### src/verilog/fvrp_pkg.sv
// fvrp_pkg: shared constants and types of the flash command sequencer
package fvrp_pkg;

    // ------------------------------------------------------------------
    // command opcodes
    // ------------------------------------------------------------------
    localparam logic [7:0] OP_VERIFY_SECTION = 8'h03;
    localparam logic [7:0] OP_READ_ONCE      = 8'h04;
    localparam logic [7:0] OP_PROGRAM_PHRASE = 8'h06;

    // ------------------------------------------------------------------
    // parameter slot indexes
    // ------------------------------------------------------------------
    localparam logic [2:0] SLOT_CMD   = 3'h0;
    localparam logic [2:0] SLOT_ADDR  = 3'h1;
    localparam logic [2:0] SLOT_COUNT = 3'h2;
    localparam logic [2:0] SLOT_WORD0 = 3'h2;
    localparam logic [2:0] SLOT_WORD3 = 3'h5;
    localparam int         NUM_SLOTS  = 6;

    // ------------------------------------------------------------------
    // address map
    // ------------------------------------------------------------------
    localparam int          ADDR_W         = 23;
    localparam int          BOUNDARY_LSB   = 17;
    localparam logic [15:0] ONCE_INDEX_MAX = 16'h0007;
    localparam logic [2:0]  PHRASE_ALIGN   = 3'h0;
    localparam int          PHRASE_WORDS   = 4;

    // ------------------------------------------------------------------
    // reset values and timing
    // ------------------------------------------------------------------
    localparam logic [15:0] PARAM_RESET = 16'h0000;
    localparam int          PROG_TIME_NS = 20000;
    localparam int          CLK_PERIOD_NS = 20;
    localparam int          PROG_CYCLES =
        (PROG_TIME_NS + CLK_PERIOD_NS - 1) / CLK_PERIOD_NS;
    localparam int          PROG_CNT_W = 10;

    // ------------------------------------------------------------------
    // sequencer states
    // ------------------------------------------------------------------
    typedef enum logic [2:0] {
        FVRP_IDLE,
        FVRP_VERIFY,
        FVRP_READ,
        FVRP_PROGRAM,
        FVRP_READBACK,
        FVRP_DONE
    } fvrp_state_t;

endpackage

### src/verilog/fvrp_array_if.sv
// fvrp_array_if: word access path between sequencer and array port
`timescale 1ns/100ps
`default_nettype none
interface fvrp_array_if;
    logic        req;
    logic        wr;
    logic        info;
    logic [22:0] addr;
    logic [15:0] wdata;
    logic        ack;
    logic [15:0] rdata;
    logic        err_any;
    logic        err_unc;

    modport seq  (output req, wr, info, addr, wdata,
                  input  ack, rdata, err_any, err_unc);
    modport port (input  req, wr, info, addr, wdata,
                  output ack, rdata, err_any, err_unc);
endinterface
`default_nettype wire

### src/verilog/fvrp_array_port.sv
// fvrp_array_port: registers array pin request outputs for the sequencer; ack, read data and error inputs pass through unregistered
`timescale 1ns/100ps
`default_nettype none
module fvrp_array_port (
    // clock and reset
    input  wire logic        clk_i,
    input  wire logic        rst_i,
    // sequencer side
    fvrp_array_if.port       bus,
    // array pins
    output logic             arr_req_o,
    output logic             arr_wr_o,
    output logic             arr_info_o,
    output logic [22:0]      arr_addr_o,
    output logic [15:0]      arr_wdata_o,
    input  wire logic        arr_ack_i,
    input  wire logic [15:0] arr_rdata_i,
    input  wire logic        arr_err_any_i,
    input  wire logic        arr_err_unc_i
);
    typedef struct packed {
        logic        req;
        logic        wr;
        logic        info;
        logic [22:0] addr;
        logic [15:0] wdata;
    } fvrp_port_t;

    fvrp_port_t st;
    fvrp_port_t next_st;

    always_comb begin
        next_st       = st;
        next_st.req   = bus.req & ~arr_ack_i;
        next_st.wr    = bus.wr;
        next_st.info  = bus.info;
        next_st.addr  = bus.addr;
        next_st.wdata = bus.wdata;
    end

    always_ff @(posedge clk_i) begin
        if (rst_i) begin
            st <= '0;
        end else begin
            st <= next_st;
        end
    end

    assign arr_req_o   = st.req;
    assign arr_wr_o    = st.wr;
    assign arr_info_o  = st.info;
    assign arr_addr_o  = st.addr;
    assign arr_wdata_o = st.wdata;
    assign bus.ack     = arr_ack_i;
    assign bus.rdata   = arr_rdata_i;
    assign bus.err_any = arr_err_any_i;
    assign bus.err_unc = arr_err_unc_i;
endmodule
`default_nettype wire

### src/verilog/fvrp_launch_check.sv
// fvrp_launch_check: combinational launch-time parameter checks
`timescale 1ns/100ps
`default_nettype none
module fvrp_launch_check (
    // command parameters
    input  wire logic [15:0] slot0_i,
    input  wire logic [15:0] slot1_i,
    input  wire logic [15:0] slot2_i,
    input  wire logic [2:0]  index_i,
    // configuration
    input  wire logic        mode_allow_i,
    input  wire logic        clkdiv_ok_i,
    input  wire logic [6:0]  pflash_lo_i,
    input  wire logic [6:0]  pflash_hi_i,
    input  wire logic [22:0] prot_lo_i,
    input  wire logic [22:0] prot_hi_i,
    input  wire logic        prot_en_i,
    // results
    output logic             acc_err_o,
    output logic             prot_err_o
);
    logic [7:0]  opcode;
    logic [22:0] gaddr;
    logic [23:0] last_addr;
    logic        addr_bad;
    logic        misaligned;
    logic        crosses;
    logic        known;

    always_comb begin
        opcode     = slot0_i[15:8];
        gaddr      = {slot0_i[6:0], slot1_i};
        addr_bad   = (slot0_i[6:0] < pflash_lo_i) || (slot0_i[6:0] > pflash_hi_i);
        misaligned = gaddr[2:0] != fvrp_pkg::PHRASE_ALIGN;
        last_addr  = {1'b0, gaddr} + {5'h00, slot2_i, 3'h0} - 24'h00_0001;
        // phrase count 0 checks nothing, treated as no crossing
        crosses    = (slot2_i != 16'h0000) &&
                     (last_addr[23:fvrp_pkg::BOUNDARY_LSB] !=
                      {1'b0, gaddr[22:fvrp_pkg::BOUNDARY_LSB]});
        known      = 1'b1;
        acc_err_o  = 1'b0;
        prot_err_o = 1'b0;
        if (opcode == fvrp_pkg::OP_VERIFY_SECTION) begin
            acc_err_o = (index_i != fvrp_pkg::SLOT_COUNT)
                      | addr_bad
                      | misaligned
                      | crosses;
        end else if (opcode == fvrp_pkg::OP_READ_ONCE) begin
            acc_err_o = (index_i != fvrp_pkg::SLOT_ADDR)
                      | (slot1_i > fvrp_pkg::ONCE_INDEX_MAX);
        end else if (opcode == fvrp_pkg::OP_PROGRAM_PHRASE) begin
            acc_err_o  = (index_i != fvrp_pkg::SLOT_WORD3)
                       | addr_bad
                       | misaligned
                       | ~clkdiv_ok_i;
            prot_err_o = ~acc_err_o & prot_en_i &&
                         gaddr >= prot_lo_i && gaddr <= prot_hi_i;
        end else begin
            known = 1'b0;
        end
        if (!known || !mode_allow_i) begin
            acc_err_o = 1'b1;
        end
    end
endmodule
`default_nettype wire

### src/verilog/fvrp_sequencer.sv
// fvrp_sequencer: verify, read-once and phrase-program command sequencer
`timescale 1ns/100ps
`default_nettype none
module fvrp_sequencer (
    // clock and reset
    input  wire logic        clk_i,
    input  wire logic        rst_i,
    // parameter register access
    input  wire logic        param_wr_i,
    input  wire logic [15:0] param_wdata_i,
    input  wire logic        index_wr_i,
    input  wire logic [2:0]  index_wdata_i,
    input  wire logic        launch_i,
    input  wire logic        clear_acc_err_i,
    input  wire logic        clear_prot_viol_i,
    // configuration
    input  wire logic        mode_allow_i,
    input  wire logic        clkdiv_ok_i,
    input  wire logic [6:0]  pflash_lo_i,
    input  wire logic [6:0]  pflash_hi_i,
    input  wire logic [22:0] prot_lo_i,
    input  wire logic [22:0] prot_hi_i,
    input  wire logic        prot_en_i,
    input  wire logic [22:0] once_base_i,
    // ordinary read path
    input  wire logic        cpu_rd_i,
    input  wire logic [22:0] cpu_addr_i,
    input  wire logic [15:0] cpu_arr_data_i,
    // status
    output logic             cmd_complete_flag_o,
    output logic             access_error_flag_o,
    output logic             protect_violation_flag_o,
    output logic             verify_any_error_o,
    output logic             verify_uncorrectable_error_o,
    output logic [2:0]       param_index_ptr_o,
    output logic [15:0]      param_rdata_o,
    output logic [15:0]      cpu_rdata_o,
    // array pins
    output logic             arr_req_o,
    output logic             arr_wr_o,
    output logic             arr_info_o,
    output logic [22:0]      arr_addr_o,
    output logic [15:0]      arr_wdata_o,
    input  wire logic        arr_ack_i,
    input  wire logic [15:0] arr_rdata_i,
    input  wire logic        arr_err_any_i,
    input  wire logic        arr_err_unc_i
);
    // ------------------------------------------------------------------
    // state
    // ------------------------------------------------------------------
    typedef struct packed {
        fvrp_pkg::fvrp_state_t  state;
        logic [5:0][15:0]       cmd_param_regs;
        logic [2:0]             index;
        logic                   complete;
        logic                   acc_err;
        logic                   prot_viol;
        logic                   any_err;
        logic                   unc_err;
        logic [22:0]            addr;
        logic [15:0]            remain;
        logic [1:0]             word;
        logic                   req;
        logic                   wr;
        logic                   info;
        logic [fvrp_pkg::PROG_CNT_W-1:0] wait_cnt;
        logic [15:0]            rdata;
        logic [15:0]            cpu_rdata;
    } fvrp_seq_t;

    fvrp_seq_t st;
    fvrp_seq_t next_st;

    logic acc_err_chk;
    logic prot_err_chk;
    logic read_once_busy;

    fvrp_array_if arr ();

    // ------------------------------------------------------------------
    // helpers
    // ------------------------------------------------------------------
    fvrp_launch_check u_check (
        .slot0_i      (st.cmd_param_regs[0]),
        .slot1_i      (st.cmd_param_regs[1]),
        .slot2_i      (st.cmd_param_regs[2]),
        .index_i      (st.index),
        .mode_allow_i (mode_allow_i),
        .clkdiv_ok_i  (clkdiv_ok_i),
        .pflash_lo_i  (pflash_lo_i),
        .pflash_hi_i  (pflash_hi_i),
        .prot_lo_i    (prot_lo_i),
        .prot_hi_i    (prot_hi_i),
        .prot_en_i    (prot_en_i),
        .acc_err_o    (acc_err_chk),
        .prot_err_o   (prot_err_chk)
    );

    fvrp_array_port u_port (
        .clk_i         (clk_i),
        .rst_i         (rst_i),
        .bus           (arr.port),
        .arr_req_o     (arr_req_o),
        .arr_wr_o      (arr_wr_o),
        .arr_info_o    (arr_info_o),
        .arr_addr_o    (arr_addr_o),
        .arr_wdata_o   (arr_wdata_o),
        .arr_ack_i     (arr_ack_i),
        .arr_rdata_i   (arr_rdata_i),
        .arr_err_any_i (arr_err_any_i),
        .arr_err_unc_i (arr_err_unc_i)
    );

    assign arr.req   = st.req;
    assign arr.wr    = st.wr;
    assign arr.info  = st.info;
    assign arr.addr  = st.addr + {20'h0_0000, st.word, 1'b0};
    assign arr.wdata = st.cmd_param_regs[fvrp_pkg::SLOT_WORD0 + {1'b0, st.word}];

    // block-wide read blocking while read-once runs
    assign read_once_busy = (st.state == fvrp_pkg::FVRP_READ);

    // ------------------------------------------------------------------
    // next state
    // ------------------------------------------------------------------
    always_comb begin
        next_st = st;

        if (cpu_rd_i) begin
            next_st.cpu_rdata = read_once_busy ? 16'hFFFF : cpu_arr_data_i;
        end

        if (clear_acc_err_i) begin
            next_st.acc_err = 1'b0;
        end
        if (clear_prot_viol_i) begin
            next_st.prot_viol = 1'b0;
        end

        case (st.state)
            fvrp_pkg::FVRP_IDLE: begin
                if (param_wr_i) begin
                    next_st.cmd_param_regs[st.index] = param_wdata_i;
                end
                if (index_wr_i) begin
                    next_st.index = index_wdata_i;
                end
                if (launch_i && st.complete) begin
                    next_st.complete = 1'b0;
                    next_st.any_err  = 1'b0;
                    next_st.unc_err  = 1'b0;
                    next_st.word     = 2'h0;
                    if (acc_err_chk || prot_err_chk) begin
                        next_st.acc_err   = acc_err_chk;
                        next_st.prot_viol = prot_err_chk;
                        next_st.state     = fvrp_pkg::FVRP_DONE;
                    end else if (st.cmd_param_regs[0][15:8] == fvrp_pkg::OP_VERIFY_SECTION) begin
                        next_st.addr   = {st.cmd_param_regs[0][6:0], st.cmd_param_regs[1]};
                        next_st.remain = st.cmd_param_regs[2];
                        next_st.state  = fvrp_pkg::FVRP_VERIFY;
                        next_st.req    = st.cmd_param_regs[2] != 16'h0000;
                        next_st.wr     = 1'b0;
                        next_st.info   = 1'b0;
                        if (st.cmd_param_regs[2] == 16'h0000) begin
                            next_st.state = fvrp_pkg::FVRP_DONE;
                        end
                    end else if (st.cmd_param_regs[0][15:8] == fvrp_pkg::OP_READ_ONCE) begin
                        next_st.addr  = once_base_i + {17'h00000, st.cmd_param_regs[1][2:0], 3'h0};
                        next_st.state = fvrp_pkg::FVRP_READ;
                        next_st.req   = 1'b1;
                        next_st.wr    = 1'b0;
                        next_st.info  = 1'b1;
                    end else begin
                        next_st.addr  = {st.cmd_param_regs[0][6:0], st.cmd_param_regs[1]};
                        next_st.state = fvrp_pkg::FVRP_PROGRAM;
                        next_st.req   = 1'b1;
                        next_st.wr    = 1'b1;
                        next_st.info  = 1'b0;
                    end
                end
            end
            fvrp_pkg::FVRP_VERIFY: begin
                if (arr.ack) begin
                    next_st.req = 1'b0;
                    if (arr_rdata_i != 16'hFFFF || arr.err_any) begin
                        next_st.any_err = 1'b1;
                    end
                    if (arr.err_unc) begin
                        next_st.unc_err = 1'b1;
                    end
                    next_st.word = st.word + 2'h1;
                    if (st.word == 2'h3) begin
                        next_st.remain = st.remain - 16'h0001;
                        next_st.addr   = st.addr + 23'h000008;
                        if (st.remain == 16'h0001) begin
                            next_st.state = fvrp_pkg::FVRP_DONE;
                        end
                    end
                end else if (!st.req) begin
                    next_st.req = 1'b1;
                end
            end
            fvrp_pkg::FVRP_READ: begin
                if (arr.ack) begin
                    next_st.req = 1'b0;
                    next_st.cmd_param_regs[fvrp_pkg::SLOT_WORD0 + {1'b0, st.word}] = arr.rdata;
                    next_st.any_err = st.any_err | arr.err_any;
                    next_st.unc_err = st.unc_err | arr.err_unc;
                    next_st.word    = st.word + 2'h1;
                    if (st.word == 2'h3) begin
                        next_st.state = fvrp_pkg::FVRP_DONE;
                    end
                end else if (!st.req) begin
                    next_st.req = 1'b1;
                end
            end
            fvrp_pkg::FVRP_PROGRAM: begin
                if (arr.ack) begin
                    next_st.req      = 1'b0;
                    next_st.word     = st.word + 2'h1;
                    next_st.wait_cnt = fvrp_pkg::PROG_CNT_W'(fvrp_pkg::PROG_CYCLES);
                    if (st.word == 2'h3) begin
                        next_st.state = fvrp_pkg::FVRP_READBACK;
                        next_st.wr    = 1'b0;
                    end
                end else if (!st.req) begin
                    if (st.wait_cnt != '0) begin
                        next_st.wait_cnt = st.wait_cnt - 1'b1;
                    end else begin
                        next_st.req = 1'b1;
                    end
                end
            end
            fvrp_pkg::FVRP_READBACK: begin
                if (arr.ack) begin
                    next_st.req = 1'b0;
                    if (arr.rdata != st.cmd_param_regs[fvrp_pkg::SLOT_WORD0 + {1'b0, st.word}]
                        || arr.err_any) begin
                        next_st.any_err = 1'b1;
                    end
                    if (arr.err_unc) begin
                        next_st.unc_err = 1'b1;
                    end
                    next_st.word = st.word + 2'h1;
                    if (st.word == 2'h3) begin
                        next_st.state = fvrp_pkg::FVRP_DONE;
                    end
                end else if (!st.req) begin
                    next_st.req = 1'b1;
                end
            end
            fvrp_pkg::FVRP_DONE: begin
                next_st.complete = 1'b1;
                next_st.req      = 1'b0;
                next_st.state    = fvrp_pkg::FVRP_IDLE;
            end
            default: begin
                next_st.state = fvrp_pkg::FVRP_IDLE;
            end
        endcase
        next_st.rdata = next_st.cmd_param_regs[next_st.index];
    end

    // ------------------------------------------------------------------
    // registers
    // ------------------------------------------------------------------
    always_ff @(posedge clk_i) begin
        if (rst_i) begin
            st          <= '0;
            st.state    <= fvrp_pkg::FVRP_IDLE;
            st.complete <= 1'b1;
        end else begin
            st <= next_st;
        end
    end

    assign cmd_complete_flag_o          = st.complete;
    assign access_error_flag_o          = st.acc_err;
    assign protect_violation_flag_o     = st.prot_viol;
    assign verify_any_error_o           = st.any_err;
    assign verify_uncorrectable_error_o = st.unc_err;
    assign param_index_ptr_o            = st.index;
    assign param_rdata_o                = st.rdata;
    assign cpu_rdata_o                  = st.cpu_rdata;
endmodule
`default_nettype wire

### config.mk
export PLATFORM = sky130hd
export DESIGN_NAME = fvrp_sequencer
export DESIGN_NICKNAME = d
export VERILOG_FILES = /design/src/verilog/fvrp_pkg.sv /design/src/verilog/fvrp_array_if.sv /design/src/verilog/fvrp_array_port.sv /design/src/verilog/fvrp_launch_check.sv /design/src/verilog/fvrp_sequencer.sv
export SDC_FILE = /design/constraint.sdc
export NUM_CORES = 1
export LEC_CHECK = 0
export ABC_AREA = 1
export CORE_MARGIN = 2
export CORE_UTILIZATION = 25
export DETAILED_ROUTE_END_ITERATION = 8
export DONT_BUFFER_PORTS = 1
export PLACE_DENSITY_LB_ADDON = 0.2
export SETUP_SLACK_MARGIN = 0.3
export SYNTH_ARGS = -nofsm -noshare
export SYNTH_HDL_FRONTEND = slang
export SYNTH_SLANG_ARGS = --single-unit
### constraint.sdc
create_clock -name clk_i -period 6.85 [get_ports clk_i]
set_input_delay 0.685 -clock clk_i [delete_from_list [all_inputs] [get_ports clk_i]]
set_output_delay 0.685 -clock clk_i [all_outputs]
set_load 0.02 [all_outputs]
# Word-level counts from Yosys, hierarchy flattened
# Cells that the tools add are included.
# op_classes
n_mul	0
eq_ne	30
shift	0
add_sub_neg	9
n_reduce_logical	38
n_div	0
n_mux	74
order_cmp	10
bitwise_logic	15
# ops
op	count
$bwmux 96	2
$pmux 96 s2	1
$mux 99	1
$bmux 16 s3	2
$demux 16 s3	2
$mux 16	6
$mux 96	1
$mux 39	2
$pmux 39 s2	1
$mux 49	1
$mux 23	2
$mux 3	15
$mux 43	1
$mux 10	3
$ne 2x2->1 const B	13
$add 23x19->24	1
$sub 24x1->24 const B	1
$add 23x3->23	1
$add 23x4->23 const B	1
$add 23x6->23	1
$ge 23x23->1	1
$le 23x23->1	1
$mux 1	22
$eq 16x1->1 const B	1
49 further kinds	93
# word_totals
latchBits	0
out_inout_bits	82
mem_bits_ro	0
word_cells	203
mem_count	0
ramBits	0
inputBits	171
ff_bits	235

# Logic depth before layout (Yosys ltp)
# Gate-level depths: netlist of the first run.
# depth
depth_word	16
depth_mapped	27
ltp_nobuf	26

# Cells and area by module
# Synthesis of the first run repeated with hierarchy kept, for this count alone.
# hier_totals
cells_unflattened	2803
hier_area_um2	17334.1
# modules_own_cells
module	area_per_inst_um2	seq_area_each_um2	cells_each	instances
fvrp_sequencer	12441.9	3863.7	2010	1
fvrp_launch_check	3533.4	0.0	642	1
fvrp_array_port	1358.8	840.8	151	1

# Worst setup path after synthesis of the first run
# Ideal clock, no wire load.
# synth_path
path_kind	reg2reg
start	register st[95] in the netlist's numbering
end	register st, in the netlist arr.req
arrival_time_ns	2.670
setup_ns	0.113
path_slack_ns	4.067
period_less_slack_ns	2.783
required_time_ns	6.737
path_stages_with_launch	25
path_buffers	1
path_cell_list	dfxtp_1 > inv_1 > ha_1 > inv_1 > ha_1 > nand2_2 > nor2_4 > nand2_1 > nor2_1 > nand2_1 > nand3_1 > nand2_1 > nand2_1 > nand2_1 > nand2_1 > nand3_1 > nand2_1 > nand2_2 > nand2_4 > nand3_4 > nand2_4 > buf_2 > nand3_1 > nor2_1 > nor2_1
# synth_via
elab_chain_cells	15
elab_cells_between_ends	29
classes_between	add/sub: 2; order compare: 4; eq/ne: 2; mux: 7; bitwise: 8; reduce/logical: 6
# synth_lines
element	line	source
start, declared	fvrp_sequencer.sv:72	fvrp_seq_t st;
start signal, assigned	fvrp_sequencer.sv:274	st <= next_st;
parallel branches: the longest is 12 deep, another holds $add 23x19->24	-	
$logic_or 1x1->1 *	fvrp_sequencer.sv:154	if (acc_err_chk || prot_err_chk) begin
$ne 2x2->1 (no line) *	-	
$reduce_and 3->1 (no line) *	-	
# Mark *: on every way between the ends.
# A chain may end at the register's enable or synchronous reset.

# Final worst setup path of the first run
# layout_path
start	register st[135] in the netlist's numbering
end	register st[66] in the netlist's numbering
# layout_via
elab_chain_cells	10
elab_cells_between_ends	11
classes_between	add/sub: 2; eq/ne: 2; mux: 2; bitwise: 1; reduce/logical: 4
# layout_lines
element	line	source
$add 23x19->24	fvrp_launch_check.sv:35	last_addr = {1'b0, gaddr} + {5'h00, slot2_i, 3'h0} - 24'h00_0001;
$sub 24x1->24	fvrp_launch_check.sv:35	
$ne 7x6->1	fvrp_launch_check.sv:38	(last_addr[23:fvrp_pkg::BOUNDARY_LSB] !=
$logic_and 1x1->1 *	fvrp_launch_check.sv:37	crosses = (slot2_i != 16'h0000) &&
$or 1x1->1 *	fvrp_launch_check.sv:47	| crosses;
$mux 1 *	fvrp_launch_check.sv:43	if (opcode == fvrp_pkg::OP_VERIFY_SECTION) begin
$mux 1 *	fvrp_launch_check.sv:61	if (!known || !mode_allow_i) begin
$logic_or 1x1->1 *	fvrp_sequencer.sv:154	
$ne 2x2->1 (no line) *	-	
$reduce_and 5->1 (no line) *	-	
# Every way passes the cells marked *; elsewhere a longest branch is shown, timed or not.

==> results of run 1 <==
[cell families (layout without fill, tap and decap cells)]
family,after synthesis,after routing,share of synthesized area
DFF,235,235,0.283
xor gates and xnor gates,27,27,0.0142
adders and majority gates,111,111,0.0845
and+or+nand+nor,1031,1031,0.264
other,0,3,0
buffers and inverters,599,531,0.146
AOI/OAI and AO/OA,630,630,0.208
[worst max-delay path, cell delays in order (launching register included)]
cell and delay (ns):
dfxtp_1 0.47, inv_1 0.24, ha_1 0.34, inv_1 0.04
ha_1 0.33, nand2_1 0.18, inv_1 0.06, a21oi_1 0.22
nor2_1 0.08, nor2_1 0.12, nand2_1 0.06, nand2_1 0.05
nand2_1 0.04, nor2_1 0.15, nand3_1 0.19, nand2_1 0.12
nand2_2 0.07, nand2_4 0.09, nand3_4 0.12, nand2_4 0.40
nand3_4 0.43, nand2_1 0.17, nand2_1 0.06, nor2_1 0.12
[registers in the layout (all words and copies together), names as in the netlist, 3 cells and up]
register            flops
u_port.arr_wdata_o     16
cpu_rdata_o            16
param_index_ptr_o       3
st                    150
u_port.arr_addr_o      23
param_rdata_o          16
[stage by stage]
step	setup slack (ns)	hold WS (ns)	utilization	power, W
2_1_floorplan	4.07	0.409	-	0.00455
3_3_place_gp	2.65	0.440	0.260	0.00552
3_5_place_dp	2.65	0.448	0.260	0.00552
4_1_cts	2.64	0.194	0.278	0.00741
5_1_grt	2.28	0.200	0.278	0.00794
6_report	2.62	0.215	0.278	0.00737
[synth_stat cells, types with 2 or more instances]
library cell / number
clkinv_1: 3
nor3b_1: 2
inv_2: 6
o31ai_1: 4
nand3b_1: 5
nor3_1: 33
nand3_1: 59
o22ai_1: 59
nor2_1: 310
buf_6: 4
a211oi_1: 6
xnor2_1: 5
o21a_1: 2
a221oi_1: 2
o21bai_1: 3
nand2_4: 2
buf_4: 36
nor4_1: 13
nand4_1: 72
a22oi_1: 11
nand3_4: 3
xor2_1: 22
a21oi_1: 278
o21ai_0: 191
nor2_2: 3
fa_1: 2
o21ai_1: 10
ha_1: 109
clkbuf_1: 68
buf_2: 15
inv_1: 450
nand2_1: 503
a31oi_1: 27
o211ai_1: 24
or2_2: 5
dfxtp_1: 235
buf_1: 17
nand2_2: 13
[worst min-delay path by stage]
stage	from	slack [ns]	to
final	rst_i	0.21	u_port.arr_wdata_o[14]
after global routing	rst_i	0.20	u_port.arr_wdata_o[14]
after CTS	rst_i	0.19	u_port.arr_wdata_o[7]
after detailed placement	arr.wr	0.45	u_port.arr_wr_o
after global placement	arr.wr	0.44	u_port.arr_wr_o
after floorplan	st[63]	0.41	u_port.arr_addr_o[0]
[metal layers]
layer  vias to the layer above  global-route usage  part of all wire
met5                         -                   0                 0
met2                       651               0.329              0.46
met3                       114              0.0411             0.080
li1                       8401                   -                 -
met1                      7955               0.259              0.43
met4                         0              0.0595             0.027
[where the power goes]
group	switching, W	total [W]	internal, W
combinational	0.00247	0.00353	0.00106
clock	0.000705	0.00184	0.00113
sequential	0.000374	0.00200	0.00163
total	0.00355	0.00737	0.00382
[area by class of cell]
type | instances | area [um2] | area share
Antenna cell | 3 | 7.51 | 0.000411
Clock buffer | 42 | 952 | 0.0521
Clock inverter | 13 | 190 | 0.0104
Inverter | 459 | 1720 | 0.0943
Multi-Input combinational cell | 1799 | 9490 | 0.519
Sequential cell | 235 | 4710 | 0.257
Tap cell | 864 | 1080 | 0.0592
Timing Repair Buffer | 17 | 128 | 0.00698
==> impl_metrics.tcl, run 1 <==
set metrics [dict create \
    outcome "finished clean" \
    crit_path_start "st[135]" \
    synth_warnings 0 \
    cts_resized 0 \
    syn_inst 2633 \
    overflow 0 \
    final_area_mm2 0.0183 \
    crit_arrival_ns 4.70 \
    synth_edf_count 0 \
    cp_max_fo 34 \
    setup_viol 0 \
    crit_required_ns 7.33 \
    min_path_cells 1 \
    min_period_ns 4.23 \
    power-per-cell-area_mw_per_mm2 403 \
    cts_htree_levels 2 \
    finalCritPeriodShare 0.617 \
    root_buffer "clkbuf_16" \
    setup.worst_path.end "st[66]" \
    cap_violations 0 \
    syn_area_mm2 0.0166 \
    slew_headroom 0.160 \
    layout.nets 2828 \
    drv_slew 0 \
    grt_max_degree 146 \
    grt_pass1_vias 16276 \
    layout_commonest_cell "nand2_1" \
    die_area_mm2 0.0685 \
    stdcell_count 3432 \
    layout-drive-gt1-share 0.0441 \
    synth.top_cell.area_share 0.283 \
    max-vdd-ir-drop_mv 0.137 \
    drt_wl_total_um 70100 \
    yosysSeqAreaShare 0.283 \
    r2r-end "st[66]" \
    drc 0 \
    clockBufferDepth 3 \
    dpl.cell_count 3374 \
    syn-num-nets 2915 \
    antenna_found_initial 5 \
    pin_count 253 \
    r2r-start "st[135]" \
    core-area_mm2 0.0657 \
    ff2ff_path_depth 23 \
    track_usage 0.199 \
    drtIter0Drc 1444 \
    num_vias 17121 \
    avgSynthCellArea_um2 6.31 \
    portBuffers 0 \
    placed_area_mm2 0.0171 \
    critPathKind "flip-flop to flip-flop" \
    hold_violations 0 \
    skew_ns 0.0498 \
    endpoint_kind "flip-flop" \
    layout_common_cells "nand2_1 (503), inv_1 (450), nor2_1 (309)" \
    clock.fmax_ghz 0.237 \
    drtPass1Iterations 6 \
    row_count 94 \
    cp-start-kind "flip-flop" \
    antenna_left 0 \
    cts_tree "built" \
    insertion_delay_ns 0.56 \
    hpwl_um 52800 \
    worstMarginPinSlew_ns 1.26 \
    area_growth_pct 10.0 \
    avgRoutedWirePerCell_um 20.4 \
    hp-class "primary input to flip-flop" \
    cts_setup_buffers 0 \
    finalSetupTns_ns 0 \
    p_leak_nw 8.57 \
    rsz0062_at_grt "false" \
    numCtsBuffers 34 \
    async_flop_share 0 \
    num-fill-cells 7325 \
    synth.largest_area_cell "dfxtp_1" \
    synth_ff_type "dfxtp_1" \
    dieWidth_um 262 \
    synth_top_cells_by_area "dfxtp_1 (28%), nand2_1 (11%), inv_1 (10%), a21oi_1 (8.4%), ha_1 (8.2%)" \
    regToRegSetupSlack_ns 2.62 \
    yosysUniqueCellTypes 59 \
    ctsHoldBuffers 0 \
    start_util 0.253 \
    place.gp.congestion 0.880 \
    dieHeight_um 262 \
    grt_pass1_wl_um 103000 \
    via_per_inst 4.99 \
    synth.ff_latch_count 235 \
    clk_pin_slew_ns 0.06 \
    clock_sinks 235 \
]
Power figures use the tool's default switching activity.
==> inputs of run 2 (changes only) <==
--- a/config.mk
+++ b/config.mk
@@ -5,7 +5,7 @@
 export SDC_FILE = /design/constraint.sdc
 export NUM_CORES = 1
 export LEC_CHECK = 0
-export ABC_AREA = 1
+export ABC_AREA = 0
 export CORE_MARGIN = 2
 export CORE_UTILIZATION = 25
 export DETAILED_ROUTE_END_ITERATION = 8
==> constraint.sdc (replaced) <==
create_clock -name clk_i -period 3.4 [get_ports clk_i]
set_input_delay 0.34 -clock clk_i [delete_from_list [all_inputs] [get_ports clk_i]]
set_output_delay 0.34 -clock clk_i [all_outputs]
set_load 0.02 [all_outputs]
==> run 2 against run 1 <==
The run now ends with setup timing left; combinational power grew 120%; clock skew shrank 0.00055 ns; non-clock buffer count grew 393; die area shrank 5.4%; fmax grew 12%; utilization grew 7.2 points; sequential power grew 73%; clock-buffer cell count grew 3; sequential share of layout area shrank 3.9 points.
==> impl_metrics.tcl, run 2 <==
set metrics [dict create \
    outcome "complete, but fails checks" \
    violations "setup timing" \
    synth.ff_latch_count 235 \
    overflow 0 \
    cp_slowest_cell "o41a_1" \
    die_area_mm2 0.0648 \
    path_buf_inv 6 \
    regMostFlops "st" \
    pin_count 253 \
    cts_htree_levels 1 \
    synth_top_cells_by_area "dfxtp_1 (30%), ha_1 (8.7%), a21oi_1 (5.6%), nand2_1 (4.3%), nor2_1 (4.2%)" \
    syn-num-nets 2284 \
    final_util 0.350 \
    switching_share 0.417 \
    via_per_inst 5.29 \
    synth_common_cells "dfxtp_1 (235), nand2_1 (181), nor2_1 (177)" \
    dieWidth_um 255 \
    core-area_mm2 0.0619 \
    critPathKind "flip-flop to flip-flop" \
    synth_ff_type "dfxtp_1" \
    yosysUniqueCellTypes 87 \
    area_growth_pct 38.3 \
    drt_wl_total_um 72600 \
    crit_family "compound AO/OA/AOI/OAI gates" \
    p_comb_frac 0.526 \
    max-vdd-ir-drop_mv 0.502 \
    hpwl_um 52400 \
    synth_warnings 0 \
    synth.top_cell.area_share 0.300 \
    layout_common_cells "buf_4 (216), dfxtp_1 (211), nand2_1 (175)" \
    p_int_w 0.00841 \
    numCtsBuffers 30 \
    setup_viol 46 \
    clkPwrFrac 0.234 \
    drtPass1Iterations 7 \
    num-fill-cells 6588 \
    start_util 0.253 \
    async_flop_share 0 \
    avgSynthCellArea_um2 7.84 \
    min_period_ns 3.78 \
    layout.nets 2580 \
    grt_max_degree 116 \
    yosysSeqAreaShare 0.300 \
    insertion_delay_ns 0.62 \
    drv_slew 0 \
    clock.fmax_ghz 0.264 \
    hold_violations 0 \
    grt_pass1_wl_um 106000 \
    crit_required_ns 3.89 \
    drc 0 \
    endpoint_kind "flip-flop" \
    drtIter0Drc 1259 \
    place.gp.congestion 0.880 \
    clockBufferDepth 3 \
    syn_inst 2002 \
    power.total_w 0.0144 \
    antenna_found_initial 9 \
    avgRoutedWirePerCell_um 23.0 \
    max_stage_delay_ns 0.51 \
    synth_edf_count 0 \
    slew_headroom 0.227 \
    crit_arrival_ns 4.27 \
    switchingPower_w 0.00602 \
    clock_sinks 235 \
    finalSetupTns_ns -10.80 \
    dieHeight_um 255 \
    hp-class "primary input to flip-flop" \
    timing.hold.ws_ns 0.0150 \
    cts_tree "built" \
    skew_ns 0.0493 \
    cp_max_fo 8 \
    antenna_left 0 \
    root_buffer "clkbuf_16" \
    finalCritPeriodShare 1.11 \
    cpMostUsedCell "buf_4" \
    synth.largest_area_cell "dfxtp_1" \
    seq_power_share 0.240 \
    row_count 91 \
    clk_pin_slew_ns 0.06 \
    layout_commonest_cell "buf_4" \
    power-per-cell-area_mw_per_mm2 665 \
    cp-start-kind "flip-flop" \
    largest_reg_flops 150 \
    grt_pass1_vias 16382 \
    num_vias 16715 \
    rsz0062_at_grt "true" \
    yosysMostFrequentCell "dfxtp_1" \
    final.setup.worst_slack_ns -0.381 \
    p_leak_nw 8.87 \
    track_usage 0.217 \
    syn_area_mm2 0.0157 \
    portBuffers 0 \
    worstMarginPinSlew_ns 1.15 \
    cap_violations 0 \
    layout-drive-gt1-share 0.228 \
    cp_cell_sequence "inv_4 > ha_4 > inv_2 > ha_4 > nand4_1 > nor2_2 > a2111oi_2 > buf_4 > o211ai_1 > buf_4 > nand2_4 > a2bb2oi_4 > o41a_1 > o21ai_2 > buf_6 > buf_4 > a21oi_2 > a211oi_1" \
]
[run 2: cell types whose count changed after synthesis, moves of 35 or more]
cell and delta:
nand2_1 -322, inv_1 -300, nor2_1 -133, o21ai_0 -111
a21oi_1 -103, nor3_1 +63, o22ai_1 -40, clkbuf_1 +35
[run 2: cells by family after synthesis]
family / after synthesis / share of synthesized area
flops: 235 / 0.300
xor+xnor: 58 / 0.0324
buf+inv: 298 / 0.0803
compound gates: 571 / 0.247
mux: 47 / 0.0429
fa+ha+maj: 111 / 0.0895
simple gates: 682 / 0.208
[run 2: area by class of cell]
class,instances,area [um2],share of cell area
antenna,4,10.0,0.000461
tap,837,1050,0.0483
inverter,151,574,0.0265
timing repair buffer,410,3640,0.168
sequential,235,4740,0.218
clock buffer,45,948,0.0437
clock inverter,9,103,0.00473
multi-input combinational,1470,10600,0.490
[run 2: worst paths after layout]
check	end	startpoint	depth (start not counted)	slack, ns
max	st[53]	st[94]	18	-0.38
min reg2reg	st[85]	st[85]	2	0.50
max reg2reg	st[53]	st[94]	18	-0.38
min	st[61]	rst_i	2	0.01
[run 2: layer usage]
metal,part of all wire,vias up,wire [um],track usage
met3,0.065,108,4720,0.0399
met4,0.028,2,2050,0.0593
li1,-,7859,-,-
met2,0.47,568,34200,0.362
met1,0.44,8178,31600,0.287
met5,0.00022,-,16,0
[run 2: timing repair]
action / 4_1_cts / 5_1_grt
pin swaps: 55 / 35
resized for setup: 122 / 75
hold buffers: 174 / 0
cloned: 1 / 1
endpoints found under the setup margin: 47 / 63
buffers inserted: 11 / 6
endpoints found under the hold margin: 188 / 0
[run 2: power groups by stage]
stage	Combinational, W	Clock [W]	Sequential (W)
after detailed placement	0.00644	0	0.00350
after global placement	0.00641	0	0.00351
after global routing	0.00823	0.00353	0.00350
after floorplan	0.00421	0	0.00331
after CTS	0.00726	0.00344	0.00346
final	0.00760	0.00337	0.00346
[run 2: per-stage QoR]
step | worst slack [ns] | cells | cell area, um2
6_report | -0.381 | 3161 | 21700
5_1_grt | -0.511 | 3158 | 21700
4_1_cts | -0.273 | 3150 | 21300
3_5_place_dp | -0.355 | 2910 | 17900
3_3_place_gp | -0.322 | 2910 | 17900
2_1_floorplan | -0.0108 | 2002 | 15900
